[config.mk]
export PLATFORM = sky130hd
export DESIGN_NAME = i2s_tx_rx_interface
export DESIGN_NICKNAME = d
export VERILOG_FILES = /design/src/i2s_pkg.sv /design/src/i2s_clkgen.sv /design/src/i2s_tx_rx_interface.sv
export VERILOG_INCLUDE_DIRS = /design/src
export SDC_FILE = /design/constraint.sdc
export NUM_CORES = 1
export LEC_CHECK = 0
export ABC_AREA = 1
export BUFFER_PORTS_ARGS = -buffer_cell sky130_fd_sc_hd__buf_2
export CAP_MARGIN = 0
export CORE_ASPECT_RATIO = 1.25
export CORE_MARGIN = 1
export CORE_UTILIZATION = 47
export CTS_CLUSTER_DIAMETER = 40
export DETAILED_ROUTE_END_ITERATION = 7
export SLEW_MARGIN = 5
export SYNTH_ARGS = -nofsm -noshare
export SYNTH_HDL_FRONTEND = slang
export SYNTH_SLANG_ARGS = --single-unit
[constraint.sdc]
create_clock -name clk_i -period 4.9 [get_ports clk_i]
set_input_delay 0.98 -clock clk_i [delete_from_list [all_inputs] [get_ports clk_i]]
set_output_delay 0.98 -clock clk_i [all_outputs]
set_load 0.02 [all_outputs]
[src/i2s_consts.svh]
// Behaviour
// - Samples leave MSB first, left word before right unless swap is selected.
// - Standard framing: frame clock low for left, high for right, changes on falling edge.
// - Left justified: left word while frame clock high; data changes on rising edge.
// - Right justified: word ends with its LSB just before the frame clock toggles.
// - Master select 1 generates all clocks; 0 takes external clocks; resets to 1.
// - Format field: 0 standard, 1 right, 2 left justified, 3 reserved; resets to 2.
// - Swap sends right word first; frame polarity inverts which level marks left.
// - Bit clock polarity inverts the bit clock, moving the data change edge.
// - Master clock is system clock over twice the first divider; none when zero.
// - Bit clock is master clock over second divider, or twice it; none when zero.
// - Frame clock is bit clock over twice the third divider; none when zero.
// - A slave port with clock sharing takes its clocks from the other port.
// - Master clock idle level bit: 0 rests high, 1 rests low; tx resets 1, rx 0.
// - Frame edge select: frame clock changes on falling edge at 0, rising at 1.
// - Sample width bit picks 16-bit samples at 1 and 8-bit samples at 0.
// - Transmit feed enable passes voice samples; at 0 software supplies data; resets 1.
// - Receive forward enable passes samples to the voice block; at 0 withholds them.
// - Channel mode: 0 both zero, 1 right only, 2 left only, 3 both channels.
// - Block enable turns the port on; resets to 0 so both ports start off.
`ifndef I2S_CONSTS_SVH
`define I2S_CONSTS_SVH
`define TX_CTRL_ADDR 16'h2528
`define TX_SDIV_ADDR 16'h252A
`define TX_MDIV_ADDR 16'h252B
`define TX_BDIV_ADDR 16'h252C
`define TX_MODE_ADDR 16'h252D
`define TX_SOFT_LO_ADDR 16'h252E
`define TX_SOFT_HI_ADDR 16'h252F
`define RX_CTRL_ADDR 16'h2538
`define RX_SDIV_ADDR 16'h253A
`define RX_MDIV_ADDR 16'h253B
`define RX_BDIV_ADDR 16'h253C
`define RX_MODE_ADDR 16'h253D
`define RX_SAMP_LO_ADDR 16'h253E
`define RX_SAMP_HI_ADDR 16'h253F
`define F_MS 7
`define F_FMT_HI 6
`define F_FMT_LO 5
`define F_WL_HI 4
`define F_WL_LO 3
`define F_SWAP 2
`define F_FRAME_POLARITY 1
`define F_BCP 0
`define F_SHARE 7
`define F_MIDLE 6
`define F_FEDGE 5
`define F_SW16 4
`define F_FEED 3
`define F_CM_HI 2
`define F_CM_LO 1
`define F_EN 0
`define TX_CTRL_RST 8'hC0
`define TX_MODE_RST 8'h7E
`define RX_CTRL_RST 8'hC0
`define RX_MODE_RST 8'h00
`define DIV_RST 8'h00
`define SAMPLE_RST 16'h0000
`endif

[src/i2s_pkg.sv]
package i2s_pkg;
  typedef enum logic [1:0] {fmt_standard, fmt_right, fmt_left, fmt_reserved} fmt_type;
  typedef enum logic [1:0] {cm_blank, cm_right_only, cm_left_only, cm_both} chan_mode_type;

  function automatic logic [5:0] wl_bits(input logic [1:0] code);
    case (code)
      2'h0: wl_bits = 6'h10;
      2'h1: wl_bits = 6'h14;
      2'h2: wl_bits = 6'h18;
      default: wl_bits = 6'h20;
    endcase
  endfunction : wl_bits

  function automatic logic chan_left(input fmt_type fmt, input logic lrck, input logic frame_polarity);
    chan_left = ((fmt == fmt_standard) ? ~lrck : lrck) ^ frame_polarity;
  endfunction : chan_left

  function automatic logic chan_keep(input chan_mode_type cm, input logic left);
    chan_keep = (cm == cm_both) || (cm == cm_left_only && left) || (cm == cm_right_only && !left);
  endfunction : chan_keep
endpackage : i2s_pkg

[src/i2s_clkgen.sv]
`timescale 1ns/1ps
`include "i2s_consts.svh"
module i2s_clkgen
  import i2s_pkg::*;
(
  // Clock and reset.
  input wire logic clk_i,
  input wire logic reset_n_i,
  // Configuration.
  input wire logic run_i,
  input wire logic master_i,
  input wire logic fedge_i,
  input wire logic [7:0] sdiv_i,
  input wire logic [7:0] mdiv_i,
  input wire logic [7:0] bdiv_i,
  // External clocks in internal polarity.
  input wire logic ext_bclk_i,
  input wire logic ext_lrck_i,
  // Generated clocks and events.
  output logic mclk_ph_o,
  output logic bclk_o,
  output logic lrck_o,
  output logic bclk_rise_o,
  output logic bclk_fall_o,
  output logic lrck_chg_o
);
  logic [7:0] sys_cnt_q;
  logic [8:0] mt_cnt_q;
  logic [7:0] fr_cnt_q;
  logic mclk_q;
  logic bclk_q;
  logic lrck_q;
  logic rise_q;
  logic fall_q;
  logic chg_q;

  wire mclk_tick = (sdiv_i != 8'h00) && (sys_cnt_q == sdiv_i - 8'h01);
  wire [8:0] bhalf = (sdiv_i == 8'h01) ? {1'b0, mdiv_i} : {mdiv_i, 1'b0};
  wire bclk_tick = mclk_tick && (mdiv_i != 8'h00) && (mt_cnt_q == bhalf - 9'h001);
  wire frame_edge = bclk_tick && (fedge_i ? ~bclk_q : bclk_q);
  wire lrck_tick = frame_edge && (bdiv_i != 8'h00) && (fr_cnt_q == bdiv_i - 8'h01);
  wire next_bclk = master_i ? (bclk_q ^ bclk_tick) : ext_bclk_i;
  wire next_lrck = master_i ? (lrck_q ^ lrck_tick) : ext_lrck_i;

  always_ff @(posedge clk_i or negedge reset_n_i) begin
    if (!reset_n_i) begin
      sys_cnt_q <= 8'h00;
      mt_cnt_q <= 9'h000;
      fr_cnt_q <= 8'h00;
      mclk_q <= 1'b0;
      bclk_q <= 1'b0;
      lrck_q <= 1'b0;
      rise_q <= 1'b0;
      fall_q <= 1'b0;
      chg_q <= 1'b0;
    end else if (!run_i) begin
      // Idle levels while disabled.
      sys_cnt_q <= 8'h00;
      mt_cnt_q <= 9'h000;
      fr_cnt_q <= 8'h00;
      mclk_q <= 1'b0;
      bclk_q <= 1'b0;
      lrck_q <= 1'b0;
      rise_q <= 1'b0;
      fall_q <= 1'b0;
      chg_q <= 1'b0;
    end else begin
      sys_cnt_q <= mclk_tick ? 8'h00 : sys_cnt_q + 8'h01;
      mclk_q <= master_i & (mclk_q ^ mclk_tick);
      if (mclk_tick) begin
        mt_cnt_q <= bclk_tick ? 9'h000 : mt_cnt_q + 9'h001;
      end
      if (frame_edge) begin
        fr_cnt_q <= lrck_tick ? 8'h00 : fr_cnt_q + 8'h01;
      end
      bclk_q <= next_bclk;
      lrck_q <= next_lrck;
      rise_q <= next_bclk & ~bclk_q;
      fall_q <= ~next_bclk & bclk_q;
      chg_q <= next_lrck ^ lrck_q;
    end
  end

  assign mclk_ph_o = mclk_q;
  assign bclk_o = bclk_q;
  assign lrck_o = lrck_q;
  assign bclk_rise_o = rise_q;
  assign bclk_fall_o = fall_q;
  assign lrck_chg_o = chg_q;
endmodule : i2s_clkgen

[src/i2s_tx_rx_interface.sv]
// The plain strobed port is this design's own decision.
`timescale 1ns/1ps
`include "i2s_consts.svh"
module i2s_tx_rx_interface
  import i2s_pkg::*;
(
  // Clock and reset.
  input wire logic clk_i,
  input wire logic reset_n_i,
  // Register port.
  input wire logic [15:0] addr_i,
  input wire logic [7:0] wdata_i,
  input wire logic wr_i,
  input wire logic rd_i,
  output logic [7:0] rdata_o,
  // Transmit port pins.
  input wire logic tx_mclk_i,
  output logic tx_mclk_o,
  output logic tx_mclk_oe_o,
  input wire logic tx_bclk_i,
  output logic tx_bclk_o,
  output logic tx_bclk_oe_o,
  input wire logic tx_lrck_i,
  output logic tx_lrck_o,
  output logic tx_lrck_oe_o,
  output logic tx_sd_o,
  // Receive port pins.
  input wire logic rx_mclk_i,
  output logic rx_mclk_o,
  output logic rx_mclk_oe_o,
  input wire logic rx_bclk_i,
  output logic rx_bclk_o,
  output logic rx_bclk_oe_o,
  input wire logic rx_lrck_i,
  output logic rx_lrck_o,
  output logic rx_lrck_oe_o,
  input wire logic rx_sd_i,
  // Voice block sample transfer.
  input wire logic [15:0] tx_sample_i,
  output logic tx_pop_o,
  output logic [15:0] rx_sample_o,
  output logic rx_push_o
);
  // Registers.
  logic [7:0] tx_ctrl_q, tx_sdiv_q, tx_mdiv_q, tx_bdiv_q, tx_mode_q;
  logic [7:0] rx_ctrl_q, rx_sdiv_q, rx_mdiv_q, rx_bdiv_q, rx_mode_q;
  logic [15:0] tx_soft_q, rx_sample_q;
  logic [7:0] rdata_q, rdata_d;

  // Pin synchronisers: tx mclk, tx bclk, tx lrck, rx mclk, rx bclk, rx lrck, rx data.
  logic [6:0] sync1_q;
  logic [6:0] sync2_q;
  logic [6:0] sync3_q;
  logic [6:0] pin_q;
  wire [6:0] pin_raw = {rx_sd_i, rx_lrck_i, rx_bclk_i, rx_mclk_i, tx_lrck_i, tx_bclk_i, tx_mclk_i};
  wire [6:0] pin_agree = ~(sync2_q ^ sync3_q);
  wire [6:0] pin_d = (pin_agree & sync3_q) | (~pin_agree & pin_q);

  always_ff @(posedge clk_i or negedge reset_n_i) begin
    if (!reset_n_i) begin
      sync1_q <= 7'h00;
      sync2_q <= 7'h00;
      sync3_q <= 7'h00;
      pin_q <= 7'h00;
    end else begin
      sync1_q <= pin_raw;
      sync2_q <= sync1_q;
      sync3_q <= sync2_q;
      pin_q <= pin_d;
    end
  end

  // Field decoding.
  wire tx_run = tx_mode_q[`F_EN];
  wire rx_run = rx_mode_q[`F_EN];
  wire tx_master = tx_ctrl_q[`F_MS];
  wire rx_master = rx_ctrl_q[`F_MS];
  wire tx_bcp = tx_ctrl_q[`F_BCP];
  wire rx_bcp = rx_ctrl_q[`F_BCP];
  wire tx_share = ~tx_master & tx_mode_q[`F_SHARE];
  wire rx_share = ~rx_master & rx_mode_q[`F_SHARE];
  wire fmt_type tx_fmt = fmt_type'(tx_ctrl_q[`F_FMT_HI:`F_FMT_LO]);
  wire fmt_type rx_fmt = fmt_type'(rx_ctrl_q[`F_FMT_HI:`F_FMT_LO]);
  wire chan_mode_type tx_cm = chan_mode_type'(tx_mode_q[`F_CM_HI:`F_CM_LO]);
  wire chan_mode_type rx_cm = chan_mode_type'(rx_mode_q[`F_CM_HI:`F_CM_LO]);
  wire [5:0] tx_wl = wl_bits(tx_ctrl_q[`F_WL_HI:`F_WL_LO]);
  wire [5:0] rx_wl = wl_bits(rx_ctrl_q[`F_WL_HI:`F_WL_LO]);

  // Clock generation and sharing.
  logic tx_g_mclk, tx_g_bclk, tx_g_lrck, tx_g_rise, tx_g_fall, tx_g_chg;
  logic rx_g_mclk, rx_g_bclk, rx_g_lrck, rx_g_rise, rx_g_fall, rx_g_chg;
  // A shared clock is taken in pin polarity from the other port, then mapped to this port's polarity.
  wire tx_ext_bclk = (tx_share ? (rx_g_bclk ^ rx_bcp) : pin_q[1]) ^ tx_bcp;
  wire tx_ext_lrck = tx_share ? rx_g_lrck : pin_q[2];
  wire rx_ext_bclk = (rx_share ? (tx_g_bclk ^ tx_bcp) : pin_q[4]) ^ rx_bcp;
  wire rx_ext_lrck = rx_share ? tx_g_lrck : pin_q[5];

  i2s_clkgen tx_gen (
    .clk_i(clk_i),
    .reset_n_i(reset_n_i),
    .run_i(tx_run),
    .master_i(tx_master),
    .fedge_i(tx_mode_q[`F_FEDGE]),
    .sdiv_i(tx_sdiv_q),
    .mdiv_i(tx_mdiv_q),
    .bdiv_i(tx_bdiv_q),
    .ext_bclk_i(tx_ext_bclk),
    .ext_lrck_i(tx_ext_lrck),
    .mclk_ph_o(tx_g_mclk),
    .bclk_o(tx_g_bclk),
    .lrck_o(tx_g_lrck),
    .bclk_rise_o(tx_g_rise),
    .bclk_fall_o(tx_g_fall),
    .lrck_chg_o(tx_g_chg)
  );

  i2s_clkgen rx_gen (
    .clk_i(clk_i),
    .reset_n_i(reset_n_i),
    .run_i(rx_run),
    .master_i(rx_master),
    .fedge_i(rx_mode_q[`F_FEDGE]),
    .sdiv_i(rx_sdiv_q),
    .mdiv_i(rx_mdiv_q),
    .bdiv_i(rx_bdiv_q),
    .ext_bclk_i(rx_ext_bclk),
    .ext_lrck_i(rx_ext_lrck),
    .mclk_ph_o(rx_g_mclk),
    .bclk_o(rx_g_bclk),
    .lrck_o(rx_g_lrck),
    .bclk_rise_o(rx_g_rise),
    .bclk_fall_o(rx_g_fall),
    .lrck_chg_o(rx_g_chg)
  );

  // Transmit serialiser.
  logic [31:0] tx_sr_q;
  logic [7:0] tx_pad_q;
  logic [7:0] tx_slot_q;
  logic [7:0] tx_len_q;
  logic tx_sd_q;
  logic tx_pop_q;
  wire tx_dedge = (tx_fmt == fmt_standard) ? tx_g_fall : tx_g_rise;
  wire tx_left = chan_left(tx_fmt, tx_g_lrck, tx_ctrl_q[`F_FRAME_POLARITY]) ^ tx_ctrl_q[`F_SWAP];
  wire tx_feed = tx_mode_q[`F_FEED];
  wire [15:0] tx_samp = tx_feed ? tx_sample_i : tx_soft_q;
  wire [31:0] tx_w32 = tx_mode_q[`F_SW16] ? {tx_samp, 16'h0000} : {tx_samp[7:0], 24'h000000};
  wire [31:0] tx_word = chan_keep(tx_cm, tx_left) ? tx_w32 : 32'h00000000;
  wire [7:0] tx_len_now = tx_slot_q + {7'h00, tx_dedge};
  // Right justified words start late by the slack between the half-frame and the word.
  wire tx_rj_pad = (tx_fmt == fmt_right) && (tx_len_q > {2'b00, tx_wl});
  wire [7:0] tx_pad_load = tx_rj_pad ? tx_len_q - {2'b00, tx_wl} : 8'h00;

  always_ff @(posedge clk_i or negedge reset_n_i) begin
    if (!reset_n_i) begin
      tx_sr_q <= 32'h00000000;
      tx_pad_q <= 8'h00;
      tx_slot_q <= 8'h00;
      tx_len_q <= 8'h00;
      tx_sd_q <= 1'b0;
      tx_pop_q <= 1'b0;
    end else if (!tx_run) begin
      tx_sr_q <= 32'h00000000;
      tx_pad_q <= 8'h00;
      tx_slot_q <= 8'h00;
      tx_len_q <= 8'h00;
      tx_sd_q <= 1'b0;
      tx_pop_q <= 1'b0;
    end else begin
      tx_pop_q <= tx_g_chg & tx_feed;
      if (tx_dedge) begin
        tx_sd_q <= (tx_pad_q != 8'h00) ? 1'b0 : tx_sr_q[31];
        tx_slot_q <= tx_slot_q + 8'h01;
        if (tx_pad_q != 8'h00) begin
          tx_pad_q <= tx_pad_q - 8'h01;
        end else begin
          tx_sr_q <= {tx_sr_q[30:0], 1'b0};
        end
      end
      // The bit on a coincident data edge still belongs to the word that ends.
      if (tx_g_chg) begin
        tx_sr_q <= tx_word;
        tx_pad_q <= tx_pad_load;
        tx_len_q <= tx_len_now;
        tx_slot_q <= 8'h00;
      end
    end
  end

  // Receive deserialiser.
  logic [31:0] rx_sr_q;
  logic [5:0] rx_cnt_q;
  logic rx_pend_q;
  logic rx_prev_left_q;
  logic [15:0] rx_out_q;
  logic rx_push_q;
  wire rx_cedge = (rx_fmt == fmt_standard) ? rx_g_rise : rx_g_fall;
  wire rx_left_now = chan_left(rx_fmt, rx_g_lrck, rx_ctrl_q[`F_FRAME_POLARITY]) ^ rx_ctrl_q[`F_SWAP];
  wire rx_done_left = rx_g_chg ? ~rx_left_now : rx_prev_left_q;
  wire rx_take = (rx_fmt == fmt_right) || (rx_cnt_q < rx_wl);
  wire [31:0] rx_sr_next = {rx_sr_q[30:0], pin_q[6]};
  wire [31:0] rx_word = rx_take ? rx_sr_next : rx_sr_q;
  wire rx_final = rx_cedge & (rx_pend_q | rx_g_chg);
  logic [15:0] rx_aligned;
  always_comb begin
    case (rx_ctrl_q[`F_WL_HI:`F_WL_LO])
      2'h0: rx_aligned = rx_word[15:0];
      2'h1: rx_aligned = rx_word[19:4];
      2'h2: rx_aligned = rx_word[23:8];
      default: rx_aligned = rx_word[31:16];
    endcase
  end
  wire [15:0] rx_kept = chan_keep(rx_cm, rx_done_left) ? rx_aligned : 16'h0000;
  wire [15:0] rx_fmt_samp = rx_mode_q[`F_SW16] ? rx_kept : {8'h00, rx_kept[15:8]};

  always_ff @(posedge clk_i or negedge reset_n_i) begin
    if (!reset_n_i) begin
      rx_sr_q <= 32'h00000000;
      rx_cnt_q <= 6'h00;
      rx_pend_q <= 1'b0;
      rx_prev_left_q <= 1'b0;
      rx_out_q <= `SAMPLE_RST;
      rx_push_q <= 1'b0;
      rx_sample_q <= `SAMPLE_RST;
    end else if (!rx_run) begin
      rx_sr_q <= 32'h00000000;
      rx_cnt_q <= 6'h00;
      rx_pend_q <= 1'b0;
      rx_push_q <= 1'b0;
    end else begin
      rx_push_q <= rx_final & rx_mode_q[`F_FEED];
      if (rx_g_chg) begin
        rx_prev_left_q <= ~rx_left_now;
      end
      if (rx_final) begin
        rx_sample_q <= rx_fmt_samp;
        if (rx_mode_q[`F_FEED]) begin
          rx_out_q <= rx_fmt_samp;
        end
        rx_sr_q <= 32'h00000000;
        rx_cnt_q <= 6'h00;
        rx_pend_q <= 1'b0;
      end else begin
        rx_pend_q <= rx_pend_q | rx_g_chg;
        if (rx_cedge && rx_take) begin
          rx_sr_q <= rx_sr_next;
          rx_cnt_q <= (rx_cnt_q == 6'h3F) ? rx_cnt_q : rx_cnt_q + 6'h01;
        end
      end
    end
  end

  // Pin outputs.
  logic tx_mclk_q, tx_bclk_q, tx_lrck_q, tx_oe_q, rx_mclk_q, rx_bclk_q, rx_lrck_q, rx_oe_q;
  always_ff @(posedge clk_i or negedge reset_n_i) begin
    if (!reset_n_i) begin
      tx_mclk_q <= 1'b0;
      tx_bclk_q <= 1'b0;
      tx_lrck_q <= 1'b0;
      tx_oe_q <= 1'b0;
      rx_mclk_q <= 1'b0;
      rx_bclk_q <= 1'b0;
      rx_lrck_q <= 1'b0;
      rx_oe_q <= 1'b0;
    end else begin
      tx_mclk_q <= tx_g_mclk ^ ~tx_mode_q[`F_MIDLE];
      tx_bclk_q <= tx_g_bclk ^ tx_bcp;
      tx_lrck_q <= tx_g_lrck;
      tx_oe_q <= tx_master;
      rx_mclk_q <= rx_g_mclk ^ ~rx_mode_q[`F_MIDLE];
      rx_bclk_q <= rx_g_bclk ^ rx_bcp;
      rx_lrck_q <= rx_g_lrck;
      rx_oe_q <= rx_master;
    end
  end

  // Register port.
  wire wr_tx_ctrl = wr_i && (addr_i == `TX_CTRL_ADDR);
  wire wr_tx_sdiv = wr_i && (addr_i == `TX_SDIV_ADDR);
  wire wr_tx_mdiv = wr_i && (addr_i == `TX_MDIV_ADDR);
  wire wr_tx_bdiv = wr_i && (addr_i == `TX_BDIV_ADDR);
  wire wr_tx_mode = wr_i && (addr_i == `TX_MODE_ADDR);
  wire wr_tx_lo = wr_i && (addr_i == `TX_SOFT_LO_ADDR);
  wire wr_tx_hi = wr_i && (addr_i == `TX_SOFT_HI_ADDR);
  wire wr_rx_ctrl = wr_i && (addr_i == `RX_CTRL_ADDR);
  wire wr_rx_sdiv = wr_i && (addr_i == `RX_SDIV_ADDR);
  wire wr_rx_mdiv = wr_i && (addr_i == `RX_MDIV_ADDR);
  wire wr_rx_bdiv = wr_i && (addr_i == `RX_BDIV_ADDR);
  wire wr_rx_mode = wr_i && (addr_i == `RX_MODE_ADDR);

  always_ff @(posedge clk_i or negedge reset_n_i) begin
    if (!reset_n_i) begin
      tx_ctrl_q <= `TX_CTRL_RST;
      tx_sdiv_q <= `DIV_RST;
      tx_mdiv_q <= `DIV_RST;
      tx_bdiv_q <= `DIV_RST;
      tx_mode_q <= `TX_MODE_RST;
      tx_soft_q <= `SAMPLE_RST;
      rx_ctrl_q <= `RX_CTRL_RST;
      rx_sdiv_q <= `DIV_RST;
      rx_mdiv_q <= `DIV_RST;
      rx_bdiv_q <= `DIV_RST;
      rx_mode_q <= `RX_MODE_RST;
    end else begin
      if (wr_tx_ctrl) tx_ctrl_q <= wdata_i;
      if (wr_tx_sdiv) tx_sdiv_q <= wdata_i;
      if (wr_tx_mdiv) tx_mdiv_q <= wdata_i;
      if (wr_tx_bdiv) tx_bdiv_q <= wdata_i;
      if (wr_tx_mode) tx_mode_q <= wdata_i;
      if (wr_tx_lo) tx_soft_q[7:0] <= wdata_i;
      if (wr_tx_hi) tx_soft_q[15:8] <= wdata_i;
      if (wr_rx_ctrl) rx_ctrl_q <= wdata_i;
      if (wr_rx_sdiv) rx_sdiv_q <= wdata_i;
      if (wr_rx_mdiv) rx_mdiv_q <= wdata_i;
      if (wr_rx_bdiv) rx_bdiv_q <= wdata_i;
      if (wr_rx_mode) rx_mode_q <= wdata_i;
    end
  end

  always_comb begin
    if (addr_i == `TX_CTRL_ADDR) rdata_d = tx_ctrl_q;
    else if (addr_i == `TX_SDIV_ADDR) rdata_d = tx_sdiv_q;
    else if (addr_i == `TX_MDIV_ADDR) rdata_d = tx_mdiv_q;
    else if (addr_i == `TX_BDIV_ADDR) rdata_d = tx_bdiv_q;
    else if (addr_i == `TX_MODE_ADDR) rdata_d = tx_mode_q;
    else if (addr_i == `TX_SOFT_LO_ADDR) rdata_d = tx_soft_q[7:0];
    else if (addr_i == `TX_SOFT_HI_ADDR) rdata_d = tx_soft_q[15:8];
    else if (addr_i == `RX_CTRL_ADDR) rdata_d = rx_ctrl_q;
    else if (addr_i == `RX_SDIV_ADDR) rdata_d = rx_sdiv_q;
    else if (addr_i == `RX_MDIV_ADDR) rdata_d = rx_mdiv_q;
    else if (addr_i == `RX_BDIV_ADDR) rdata_d = rx_bdiv_q;
    else if (addr_i == `RX_MODE_ADDR) rdata_d = rx_mode_q;
    else if (addr_i == `RX_SAMP_LO_ADDR) rdata_d = rx_sample_q[7:0];
    else if (addr_i == `RX_SAMP_HI_ADDR) rdata_d = rx_sample_q[15:8];
    else rdata_d = 8'h00;
  end

  // Read data stands only in the cycle after the strobe.
  always_ff @(posedge clk_i or negedge reset_n_i) begin
    if (!reset_n_i) begin
      rdata_q <= 8'h00;
    end else begin
      rdata_q <= rd_i ? rdata_d : 8'h00;
    end
  end

  assign rdata_o = rdata_q;
  assign tx_mclk_o = tx_mclk_q;
  assign tx_mclk_oe_o = tx_oe_q;
  assign tx_bclk_o = tx_bclk_q;
  assign tx_bclk_oe_o = tx_oe_q;
  assign tx_lrck_o = tx_lrck_q;
  assign tx_lrck_oe_o = tx_oe_q;
  assign tx_sd_o = tx_sd_q;
  assign rx_mclk_o = rx_mclk_q;
  assign rx_mclk_oe_o = rx_oe_q;
  assign rx_bclk_o = rx_bclk_q;
  assign rx_bclk_oe_o = rx_oe_q;
  assign rx_lrck_o = rx_lrck_q;
  assign rx_lrck_oe_o = rx_oe_q;
  assign tx_pop_o = tx_pop_q;
  assign rx_sample_o = rx_out_q;
  assign rx_push_o = rx_push_q;
endmodule : i2s_tx_rx_interface

# After elaboration in Yosys (flattened, before gate mapping)
# Index checks and enable logic that the tools add are counted.
# totals
reg_bits	333
output_inout_bits	39
# classes
bitwise	47
n_lt_le_gt_ge	2
n_eq_ne	46
n_mux	97
reduce_logical	53
n_addsub	17
# op_table
cell	n
$mux W32	10
$mux W8	35
$eq A16 B14 Y1 const B	14
$mux W9	8
$reduce_bool A8 Y1	7
$mux W16	3
$pmux W16 S3	1
$add A8 B1 Y8 const B	5
$sub A8 B1 Y8 const B	5
$pmux W6 S3	2
$mux W1	34
$eq A8 B8 Y1	4
$logic_and A1 B1 Y1	30
$mux W6	4
$add A9 B1 Y9 const B	2
$eq A9 B9 Y1	2
$sub A9 B1 Y9 const B	2
$xor A1 B1 Y1	18
$eq A8 B1 Y1 const B	2
$and A7 B7 Y7	2
$not A7 Y7	2
$eq A2 B1 Y1 const B	6
$eq A2 B2 Y1 const B	6
$ne A2 B1 Y1 const B	6
19 further kinds	52

# Depth between registers and ports, before layout
# Gate-level depths: netlist (run 1).
# logic_depth
ltp_word	16
depth_mapped	23
mapped_depth_nobuf	22

# Modules after synthesis
# From an unflattened synthesis (run 1), not the netlist that was laid out.
# hier_totals
hier_cells	2504
hier_area_um2	18661.6
# by_module_without_submodules
module	cells_per_inst	n_inst	area_per_inst_um2
i2s_tx_rx_interface	1612	1	12694.7
i2s_clkgen (rx_gen)	462	1	3009.1
i2s_clkgen (tx_gen)	430	1	2957.8

# Least setup slack after synthesis (run 1)
# Ideal clock, no wire load.
# synth_timing
kind	flip-flop to flip-flop
startpoint	register rx_ctrl_q[3]
endpoint	register rx_sample_q[4]
period_less_slack_ns	2.802
path_stages_with_launch	17
n_path_buf	4
setup_time_ns	0.133
arrival_time_ns	2.669
required_ns	4.767
setup_slack_ns	2.098
path_cell_list	dfrtp_1 > buf_2 > nand2_1 > clkbuf_1 > clkbuf_1 > ha_1 > a21oi_1 > nand2_1 > o21ai_2 > clkbuf_1 > nand2_1 > o21ai_0 > o21ai_0 > o211ai_1 > o21ai_1 > nand2_1 > o21ai_0
# synth_between
elab_chain_cells	8
word_cells_on_any_way	10
classes_between	order compare: 1; eq/ne: 2; mux: 5; reduce/logical: 2
# synth_rtl
element	line_no	source
start, declared	i2s_tx_rx_interface.sv:46	logic [7:0] rx_ctrl_q, rx_sdiv_q, rx_mdiv_q, rx_bdiv_q, rx_mode_q;
start signal, assigned	i2s_tx_rx_interface.sv:299	rx_ctrl_q <= `RX_CTRL_RST;
start signal, assigned	i2s_tx_rx_interface.sv:312	if (wr_rx_ctrl) rx_ctrl_q <= wdata_i;
$eq A2 B2 Y1, or another cell as far along	i2s_pkg.sv:6, i2s_tx_rx_interface.sv:206	
$pmux W6 S3	i2s_pkg.sv:6	case (code)
$lt A6 B6 Y1	i2s_tx_rx_interface.sv:200	wire rx_take = (rx_fmt == fmt_right) || (rx_cnt_q < rx_wl);
$logic_or A1 B1 Y1	i2s_tx_rx_interface.sv:200	
$mux W32	i2s_tx_rx_interface.sv:202	wire [31:0] rx_word = rx_take ? rx_sr_next : rx_sr_q;
$pmux W16 S3 (*)	i2s_tx_rx_interface.sv:206	case (rx_ctrl_q[`F_WL_HI:`F_WL_LO])
$mux W16 (*)	i2s_tx_rx_interface.sv:213	wire [15:0] rx_kept = chan_keep(rx_cm, rx_done_left) ? rx_aligned : 16'h0000;
$mux W16 (*)	i2s_tx_rx_interface.sv:214	wire [15:0] rx_fmt_samp = rx_mode_q[`F_SW16] ? rx_kept : {8'h00, rx_kept[15:8]};
end signal, assigned	i2s_tx_rx_interface.sv:224	rx_sample_q <= `SAMPLE_RST;
end signal, assigned	i2s_tx_rx_interface.sv:236	rx_sample_q <= rx_fmt_samp;
end, declared	i2s_tx_rx_interface.sv:47	logic [15:0] tx_soft_q, rx_sample_q;
# Mark *: on every way between the ends. The rest lies on a longest branch, timed or not.
# A chain may end at the register's enable or synchronous reset.

# Final worst setup path (run 1)
# layout_timing
startpoint	register rx_ctrl_q[4]
endpoint	register rx_sample_q[5]
# Same word-level chain as after synthesis.

==> flow_metrics.env, run 1 <==
export IMPL_status="finished clean"
export IMPL_rsz0062_at_grt="false"
export IMPL_cts_tree="built"
export IMPL_vias=15600
export IMPL_die_w_um=176
export IMPL_area_growth_pct=14.3
export IMPL_clkTransAtPathRegs_ns=0.06
export IMPL_synth_top_area_share=0.422
export IMPL_cts_root_buf="clkbuf_16"
export IMPL_required_ns=5.41
export IMPL_vdd_drop_max_mv=0.220
export IMPL_die_area_um2=38500
export IMPL_hold_viol_final=0
export IMPL_seq_area_frac_synth=0.437
export IMPL_drive_gt1_frac=0.105
export IMPL_place_ws_ns=1.17
export IMPL_synth_area_per_cell_um2=7.49
export IMPL_timing_rr_start="rx_ctrl_q[4]$_DFFE_PN0P_"
export IMPL_core_area_um2=37200
export IMPL_cts_setup_buffers=0
export IMPL_top_layer_used="met5"
export IMPL_yosys_most_used_dff="dfrtp_1"
export IMPL_fmax_mhz=262
export IMPL_wl_um=47600
export IMPL_antenna_found_initial=1
export IMPL_setup_viol=0
export IMPL_portBuffers=87
export IMPL_die_height_um=219
export IMPL_ys_seq_elements=309
export IMPL_r2r_cells=20
export IMPL_worstSkewPairLatency_ns=0.57
export IMPL_drt_first_pass_iters=6
export IMPL_cts_sinks=309
export IMPL_row_count=79
export IMPL_cp_arrival_ns=4.32
export IMPL_drt_first_iter_violations=1060
export IMPL_wl_met1_um=21500
export IMPL_drcViolationCount=0
export IMPL_intPower_w=0.00477
export IMPL_critPathCaptureType="flip-flop"
export IMPL_cts_resized=0
export IMPL_fin_worst_skew_ns=0.0181
export IMPL_power_leakage_nw=9.42
export IMPL_tns_ns=0
export IMPL_syn_nets=2448
export IMPL_dpl_cell_area_um2=18600
export IMPL_period_share=0.778
export IMPL_power_switching_share=0.237
export IMPL_nets=2519
export IMPL_r2r_end="rx_sample_q[5]$_DFFE_PN0P_"
export IMPL_grt_max_degree=101
export IMPL_synthArstFlopShare=1.00
export IMPL_grt_overflow_total=0
export IMPL_synth_edff_count=0
export IMPL_pwr_density_cell_nw_per_um2=308
export IMPL_numCtsBuffers=48
export IMPL_path_max_fanout=44
export IMPL_final_common_cell="nand2_1"
export IMPL_holdPathStages=0
export IMPL_gp_congestion=0.896
export IMPL_cp_endpoint="rx_sample_q[5]$_DFFE_PN0P_"
export IMPL_wire_per_inst_um=16.0
export IMPL_synthDistinctLibCells=51
export IMPL_final_cell_mix="nand2_1, dfrtp_1, inv_1"
export IMPL_p_comb_frac=0.021
export IMPL_start_kind="flip-flop"
export IMPL_wl_met2_um=22400
export IMPL_clockBufferDepth=3
export IMPL_ioPinCount=90
export IMPL_vias_per_cell=5.25
export IMPL_critPathKind="reg2reg"
export IMPL_synth_area_um2=17700
export IMPL_route_met3_wl_um=2120
export IMPL_max_slew_margin_rel=0.376
export IMPL_postRouteAntennaNets=0
export IMPL_clkPwrFrac=0.567
export IMPL_worst_pin_slew_ns=0.935
export IMPL_p_switching_w=0.00148
export IMPL_synth_area_leaders="dfrtp_1, nand2_1, o21ai_0"
export IMPL_final_max_slew_viol_count=0
export IMPL_setup_slack_ns=1.09
export IMPL_place_detailed_hpwl_um=34600
export IMPL_rrSetupSlack_ns=1.09
export IMPL_grt_pass1_vias=15100
export IMPL_yosys_warnings=0
export IMPL_initial_core_util=0.477
export IMPL_htreeDepth=2
export IMPL_hold_buffers=0
export IMPL_postSynthCellCount=2366
export IMPL_hold_class="reg2reg"
export IMPL_grt_pass1_wl_um=77600
export IMPL_critPathLaunch="rx_ctrl_q[4]$_DFFE_PN0P_"
export IMPL_grt_usage=0.254
export IMPL_yosysTopAreaCell="dfrtp_1"
export IMPL_min_period_ns=3.81
export IMPL_finalInstanceArea_um2=20300
export IMPL_drv_cap=0
export IMPL_power_frac_seq=0.411
## power groups by stage
stage	sequential, W	clock (W)	combinational [W]
floorplan	0.00261	0	0.0000323
global placement	0.00262	0	0.000135
detailed placement	0.00262	0	0.000136
CTS	0.00257	0.00361	0.000137
global route	0.00257	0.00372	0.000150
finish	0.00257	0.00354	0.000133
## synthesized netlist by cell type, drive strengths merged, types with 15 or more instances
cell type,count
xor2,54
nand2,667
o22ai,64
a21oi,59
buf,15
inv,300
nand3,139
nor3,34
dfrtp,299
clkbuf,64
nor2,183
nand4,27
o21ai,287
ha,30
xnor2,30
## worst max-delay path: stages (launching register included)
cell      delay [ns]
dfrtp_1         0.47
inv_2           0.14
nor2_1          0.47
inv_1           0.21
ha_1            0.31
o21ai_1         0.07
nand2_1         0.07
nand3_1         0.07
nand2_1         0.09
o21ai_4         0.31
buf_4           0.34
nand2_1         0.07
o21ai_0         0.17
nand2_1         0.12
o21ai_0         0.10
inv_1           0.06
o221ai_1        0.08
nand2_1         0.10
o21ai_0         0.31
nand2_1         0.09
nand2_1         0.07
## how the worst min path moves through the flow
stage / endpoint / start / slack [ns]
floorplan: sync2_q[1]$_DFF_PN0_ / sync1_q[1]$_DFF_PN0_ / 0.33
global placement: sync2_q[6]$_DFF_PN0_ / sync1_q[6]$_DFF_PN0_ / 0.33
detailed placement: sync2_q[4]$_DFF_PN0_ / sync1_q[4]$_DFF_PN0_ / 0.34
CTS: sync2_q[1]$_DFF_PN0_ / sync1_q[1]$_DFF_PN0_ / 0.34
global route: sync2_q[6]$_DFF_PN0_ / sync1_q[6]$_DFF_PN0_ / 0.34
finish: sync2_q[1]$_DFF_PN0_ / sync1_q[1]$_DFF_PN0_ / 0.34
## sequential cells by signal, indices dropped and copies added, names as in the netlist, 9 cells and up, named ones only
register         cells
rx_gen.mt_cnt_q      9
rx_sample_o         16
rx_sample_q         16
rx_sr_q             32
tx_gen.mt_cnt_q      9
tx_soft_q           16
tx_sr_q             16
## metal layers
layer | track usage | vias up
met1 | 0.342 | 7244
met3 | 0.0329 | 100
li1 | - | 7852
met4 | 0.0919 | 2
met2 | 0.418 | 367
met5 | 0 | -
## cell type report
class                   instances  area [um2]
repair buffers                100         568
well taps                     486         608
flip-flops and latches        309        7740
fillers                      3660       16900
multi-input cells            1671        8490
clock buffers                  54        1250
clock inverters                36         430
diodes                          2        5.00
inverters                     307        1150
## kinds of logic (layout without fill, tap and decap cells)
group / after synthesis / after routing / share of synthesized area
AO/OA/AOI/OAI: 468 / 468 / 0.147
multiplexers: 4 / 4 / 0.00233
buffers and inverters: 386 / 497 / 0.0840
other: 0 / 2 / 0
adder cells (fa/ha/maj): 36 / 36 / 0.0251
AND/OR/NAND/NOR: 1079 / 1079 / 0.262
XOR/XNOR: 84 / 84 / 0.0415
flip-flops: 309 / 309 / 0.437
## through the flow
stage	hold WS (ns)	std cells	total power, W	util
after floorplan	0.331	2366	0.00265	-
after global placement	0.334	2873	0.00275	0.499
after detailed placement	0.336	2873	0.00275	0.499
after CTS	0.344	2963	0.00632	0.545
after global routing	0.345	2963	0.00644	0.545
final	0.341	2965	0.00625	0.545
No activity file was read; power rests on OpenSTA's default activity.
==> run 2, diff against run 1 <==
--- a/config.mk
+++ b/config.mk
@@ -14,6 +14,7 @@
 export CORE_UTILIZATION = 47
 export CTS_CLUSTER_DIAMETER = 40
 export DETAILED_ROUTE_END_ITERATION = 7
+export PLACE_DENSITY = 0.66
 export SLEW_MARGIN = 5
 export SYNTH_ARGS = -nofsm -noshare
 export SYNTH_HDL_FRONTEND = slang
==> constraint.sdc (replaced) <==
create_clock -name clk_i -period 3.17 [get_ports clk_i]
set_input_delay 0.634 -clock clk_i [delete_from_list [all_inputs] [get_ports clk_i]]
set_output_delay 0.634 -clock clk_i [all_outputs]
set_load 0.02 [all_outputs]
==> flow_metrics.env, run 2 (synthesis results as in run 1) <==
export IMPL_cts_sinks=309
export IMPL_vias_per_cell=5.32
export IMPL_postRouteAntennaNets=0
export IMPL_power_leakage_nw=9.49
export IMPL_setup_viol=0
export IMPL_vdd_drop_max_mv=0.395
export IMPL_final_util=0.548
export IMPL_tns_ns=0
export IMPL_status="finished clean"
export IMPL_cp_arrival_ns=3.42
export IMPL_fin_worst_skew_ns=0.0137
export IMPL_ioPinCount=90
export IMPL_grt_pass1_wl_um=76600
export IMPL_drv_cap=0
export IMPL_wl_um=47900
export IMPL_wire_per_inst_um=16.0
export IMPL_row_count=79
export IMPL_final_common_cell="nand2_1"
export IMPL_p_switching_w=0.00208
export IMPL_intPower_w=0.00684
export IMPL_largest_reg_flops=32
export IMPL_clkTransAtPathRegs_ns=0.05
export IMPL_total_power_w=0.00892
export IMPL_numCtsBuffers=43
export IMPL_power_frac_seq=0.446
export IMPL_cp_slowest_stage_delay_ns=0.40
export IMPL_clkPwrFrac=0.531
export IMPL_drive_gt1_frac=0.119
export IMPL_worst_pin_slew_ns=0.732
export IMPL_final_cell_mix="nand2_1, dfrtp_1, inv_1"
export IMPL_portBuffers=87
export IMPL_drt_first_iter_violations=1134
export IMPL_grt_usage=0.250
export IMPL_clockBufferDepth=3
export IMPL_final_max_slew_viol_count=0
export IMPL_critPathCaptureType="flip-flop"
export IMPL_path_max_fanout=9
export IMPL_required_ns=3.60
export IMPL_cts_root_buf="clkbuf_16"
export IMPL_initial_core_util=0.477
export IMPL_htreeDepth=2
export IMPL_die_w_um=176
export IMPL_die_area_um2=38500
export IMPL_antenna_found_initial=1
export IMPL_die_height_um=219
export IMPL_min_period_ns=2.99
export IMPL_nets=2555
export IMPL_period_share=0.944
export IMPL_multi_input_area_um2=8540
export IMPL_fmax_mhz=334
export IMPL_pwr_density_cell_nw_per_um2=438
export IMPL_hold_buffers=0
export IMPL_cts_tree="built"
export IMPL_grt_max_degree=82
export IMPL_area_growth_pct=14.9
export IMPL_nFillCells=3603
export IMPL_dpl_cell_area_um2=18800
export IMPL_max_slew_margin_rel=0.512
export IMPL_power_switching_share=0.233
export IMPL_timing_hold_ws_ns=0.0822
export IMPL_hold_class="in2async"
export IMPL_place_detailed_hpwl_um=35300
export IMPL_vias=15900
export IMPL_drcViolationCount=0
export IMPL_rsz0062_at_grt="false"
export IMPL_drt_first_pass_iters=5
export IMPL_top_register="rx_sr_q"
export IMPL_worstPathCellList="inv_1 -> ha_1 -> nand2_4 -> nor2_8 -> o21ai_0 -> ha_1 -> xnor2_1 -> nor2_1 -> nand2_1 -> nor2_1 -> nand2_1 -> nor2_2 -> nand2_1 -> nor2_1 -> nand2_1 -> nor2_4 -> nand2_4 -> nor2_4 -> nand4_1 -> nand3_1 -> nor2_1"
export IMPL_start_kind="flip-flop"
export IMPL_hold_viol_final=0
export IMPL_cpMaxStageDelayCell="dfrtp_1"
export IMPL_worstSkewPairLatency_ns=0.56
export IMPL_core_area_um2=37200
export IMPL_critPathKind="reg2reg"
export IMPL_gp_congestion=0.898
export IMPL_grt_pass1_vias=14900
export IMPL_finalInstanceArea_um2=20300
export IMPL_grt_overflow_total=0
export IMPL_p_comb_frac=0.023
export IMPL_register_area_um2=7740
==> run 2: worst paths after layout <==
path                                                  end  cells past startpoint  slack, ns                startpoint
setup / recovery           rx_gen.fr_cnt_q[5]$_DFFE_PN0P_                     21       0.18  rx_sdiv_q[1]$_DFFE_PN0P_
hold / removal                   tx_slot_q[1]$_DFFE_PN0P_                      1       0.08                 reset_n_i
setup reg to reg           rx_gen.fr_cnt_q[5]$_DFFE_PN0P_                     21       0.18  rx_sdiv_q[1]$_DFFE_PN0P_
hold reg to reg                      sync2_q[2]$_DFF_PN0_                      0       0.35      sync1_q[2]$_DFF_PN0_
max in group asynchronous        rx_ctrl_q[7]$_DFFE_PN1P_                      2       2.20                 reset_n_i
min in group clk_i                   sync1_q[1]$_DFF_PN0_                      1       0.18                 tx_bclk_i
==> run 2: worst max-delay path: cells and delay by family, from the launching register on <==
kind,cells,cell delay (ns)
fa+ha+maj,2,0.53
buf+inv,1,0.11
flops,1,0.40
xor+xnor,1,0.15
simple gates,16,1.60
compound gates,1,0.09
==> run 2: timing repair <==
| action | 4_1_cts | 5_1_grt |
|---|---|---|
| setup endpoints to repair | 0 | 78 |
| setup buffers | 0 | 3 |
| resized for setup | 0 | 12 |
==> run 2: metal layers <==
layer,share of wire,routed length [um],track usage,vias up
met1,0.43,20400,0.321,7492
met4,0.038,1800,0.0994,0
li1,-,-,-,7925
met3,0.046,2210,0.0301,112
met2,0.49,23400,0.430,394
met5,0,0,0,-
==> run 2: stage by stage <==
stage	worst slack (ns)	cells
after floorplan	0.368	2366
after global placement	0.228	2909
after detailed placement	0.183	2909
after CTS	0.154	2988
after global routing	0.00703	2993
final	0.178	2994
==> run 2: power groups by stage <==
stage | clock network (W) | logic (W) | registers (W)
floorplan | 0 | 0.0000500 | 0.00404
global placement | 0 | 0.000213 | 0.00404
detailed placement | 0 | 0.000216 | 0.00404
CTS | 0.00481 | 0.000217 | 0.00397
global route | 0.00497 | 0.000237 | 0.00397
finish | 0.00473 | 0.000209 | 0.00397
==> run 2: final cells by class <==
class                      instances  share of cell area
antenna                            1            0.000123
clock inverter                    28              0.0133
sequential                       309               0.381
timing repair buffer             139              0.0431
inverter                         307              0.0566
clock buffer                      51              0.0568
tap                              486              0.0299
multi-input combinational       1673               0.419
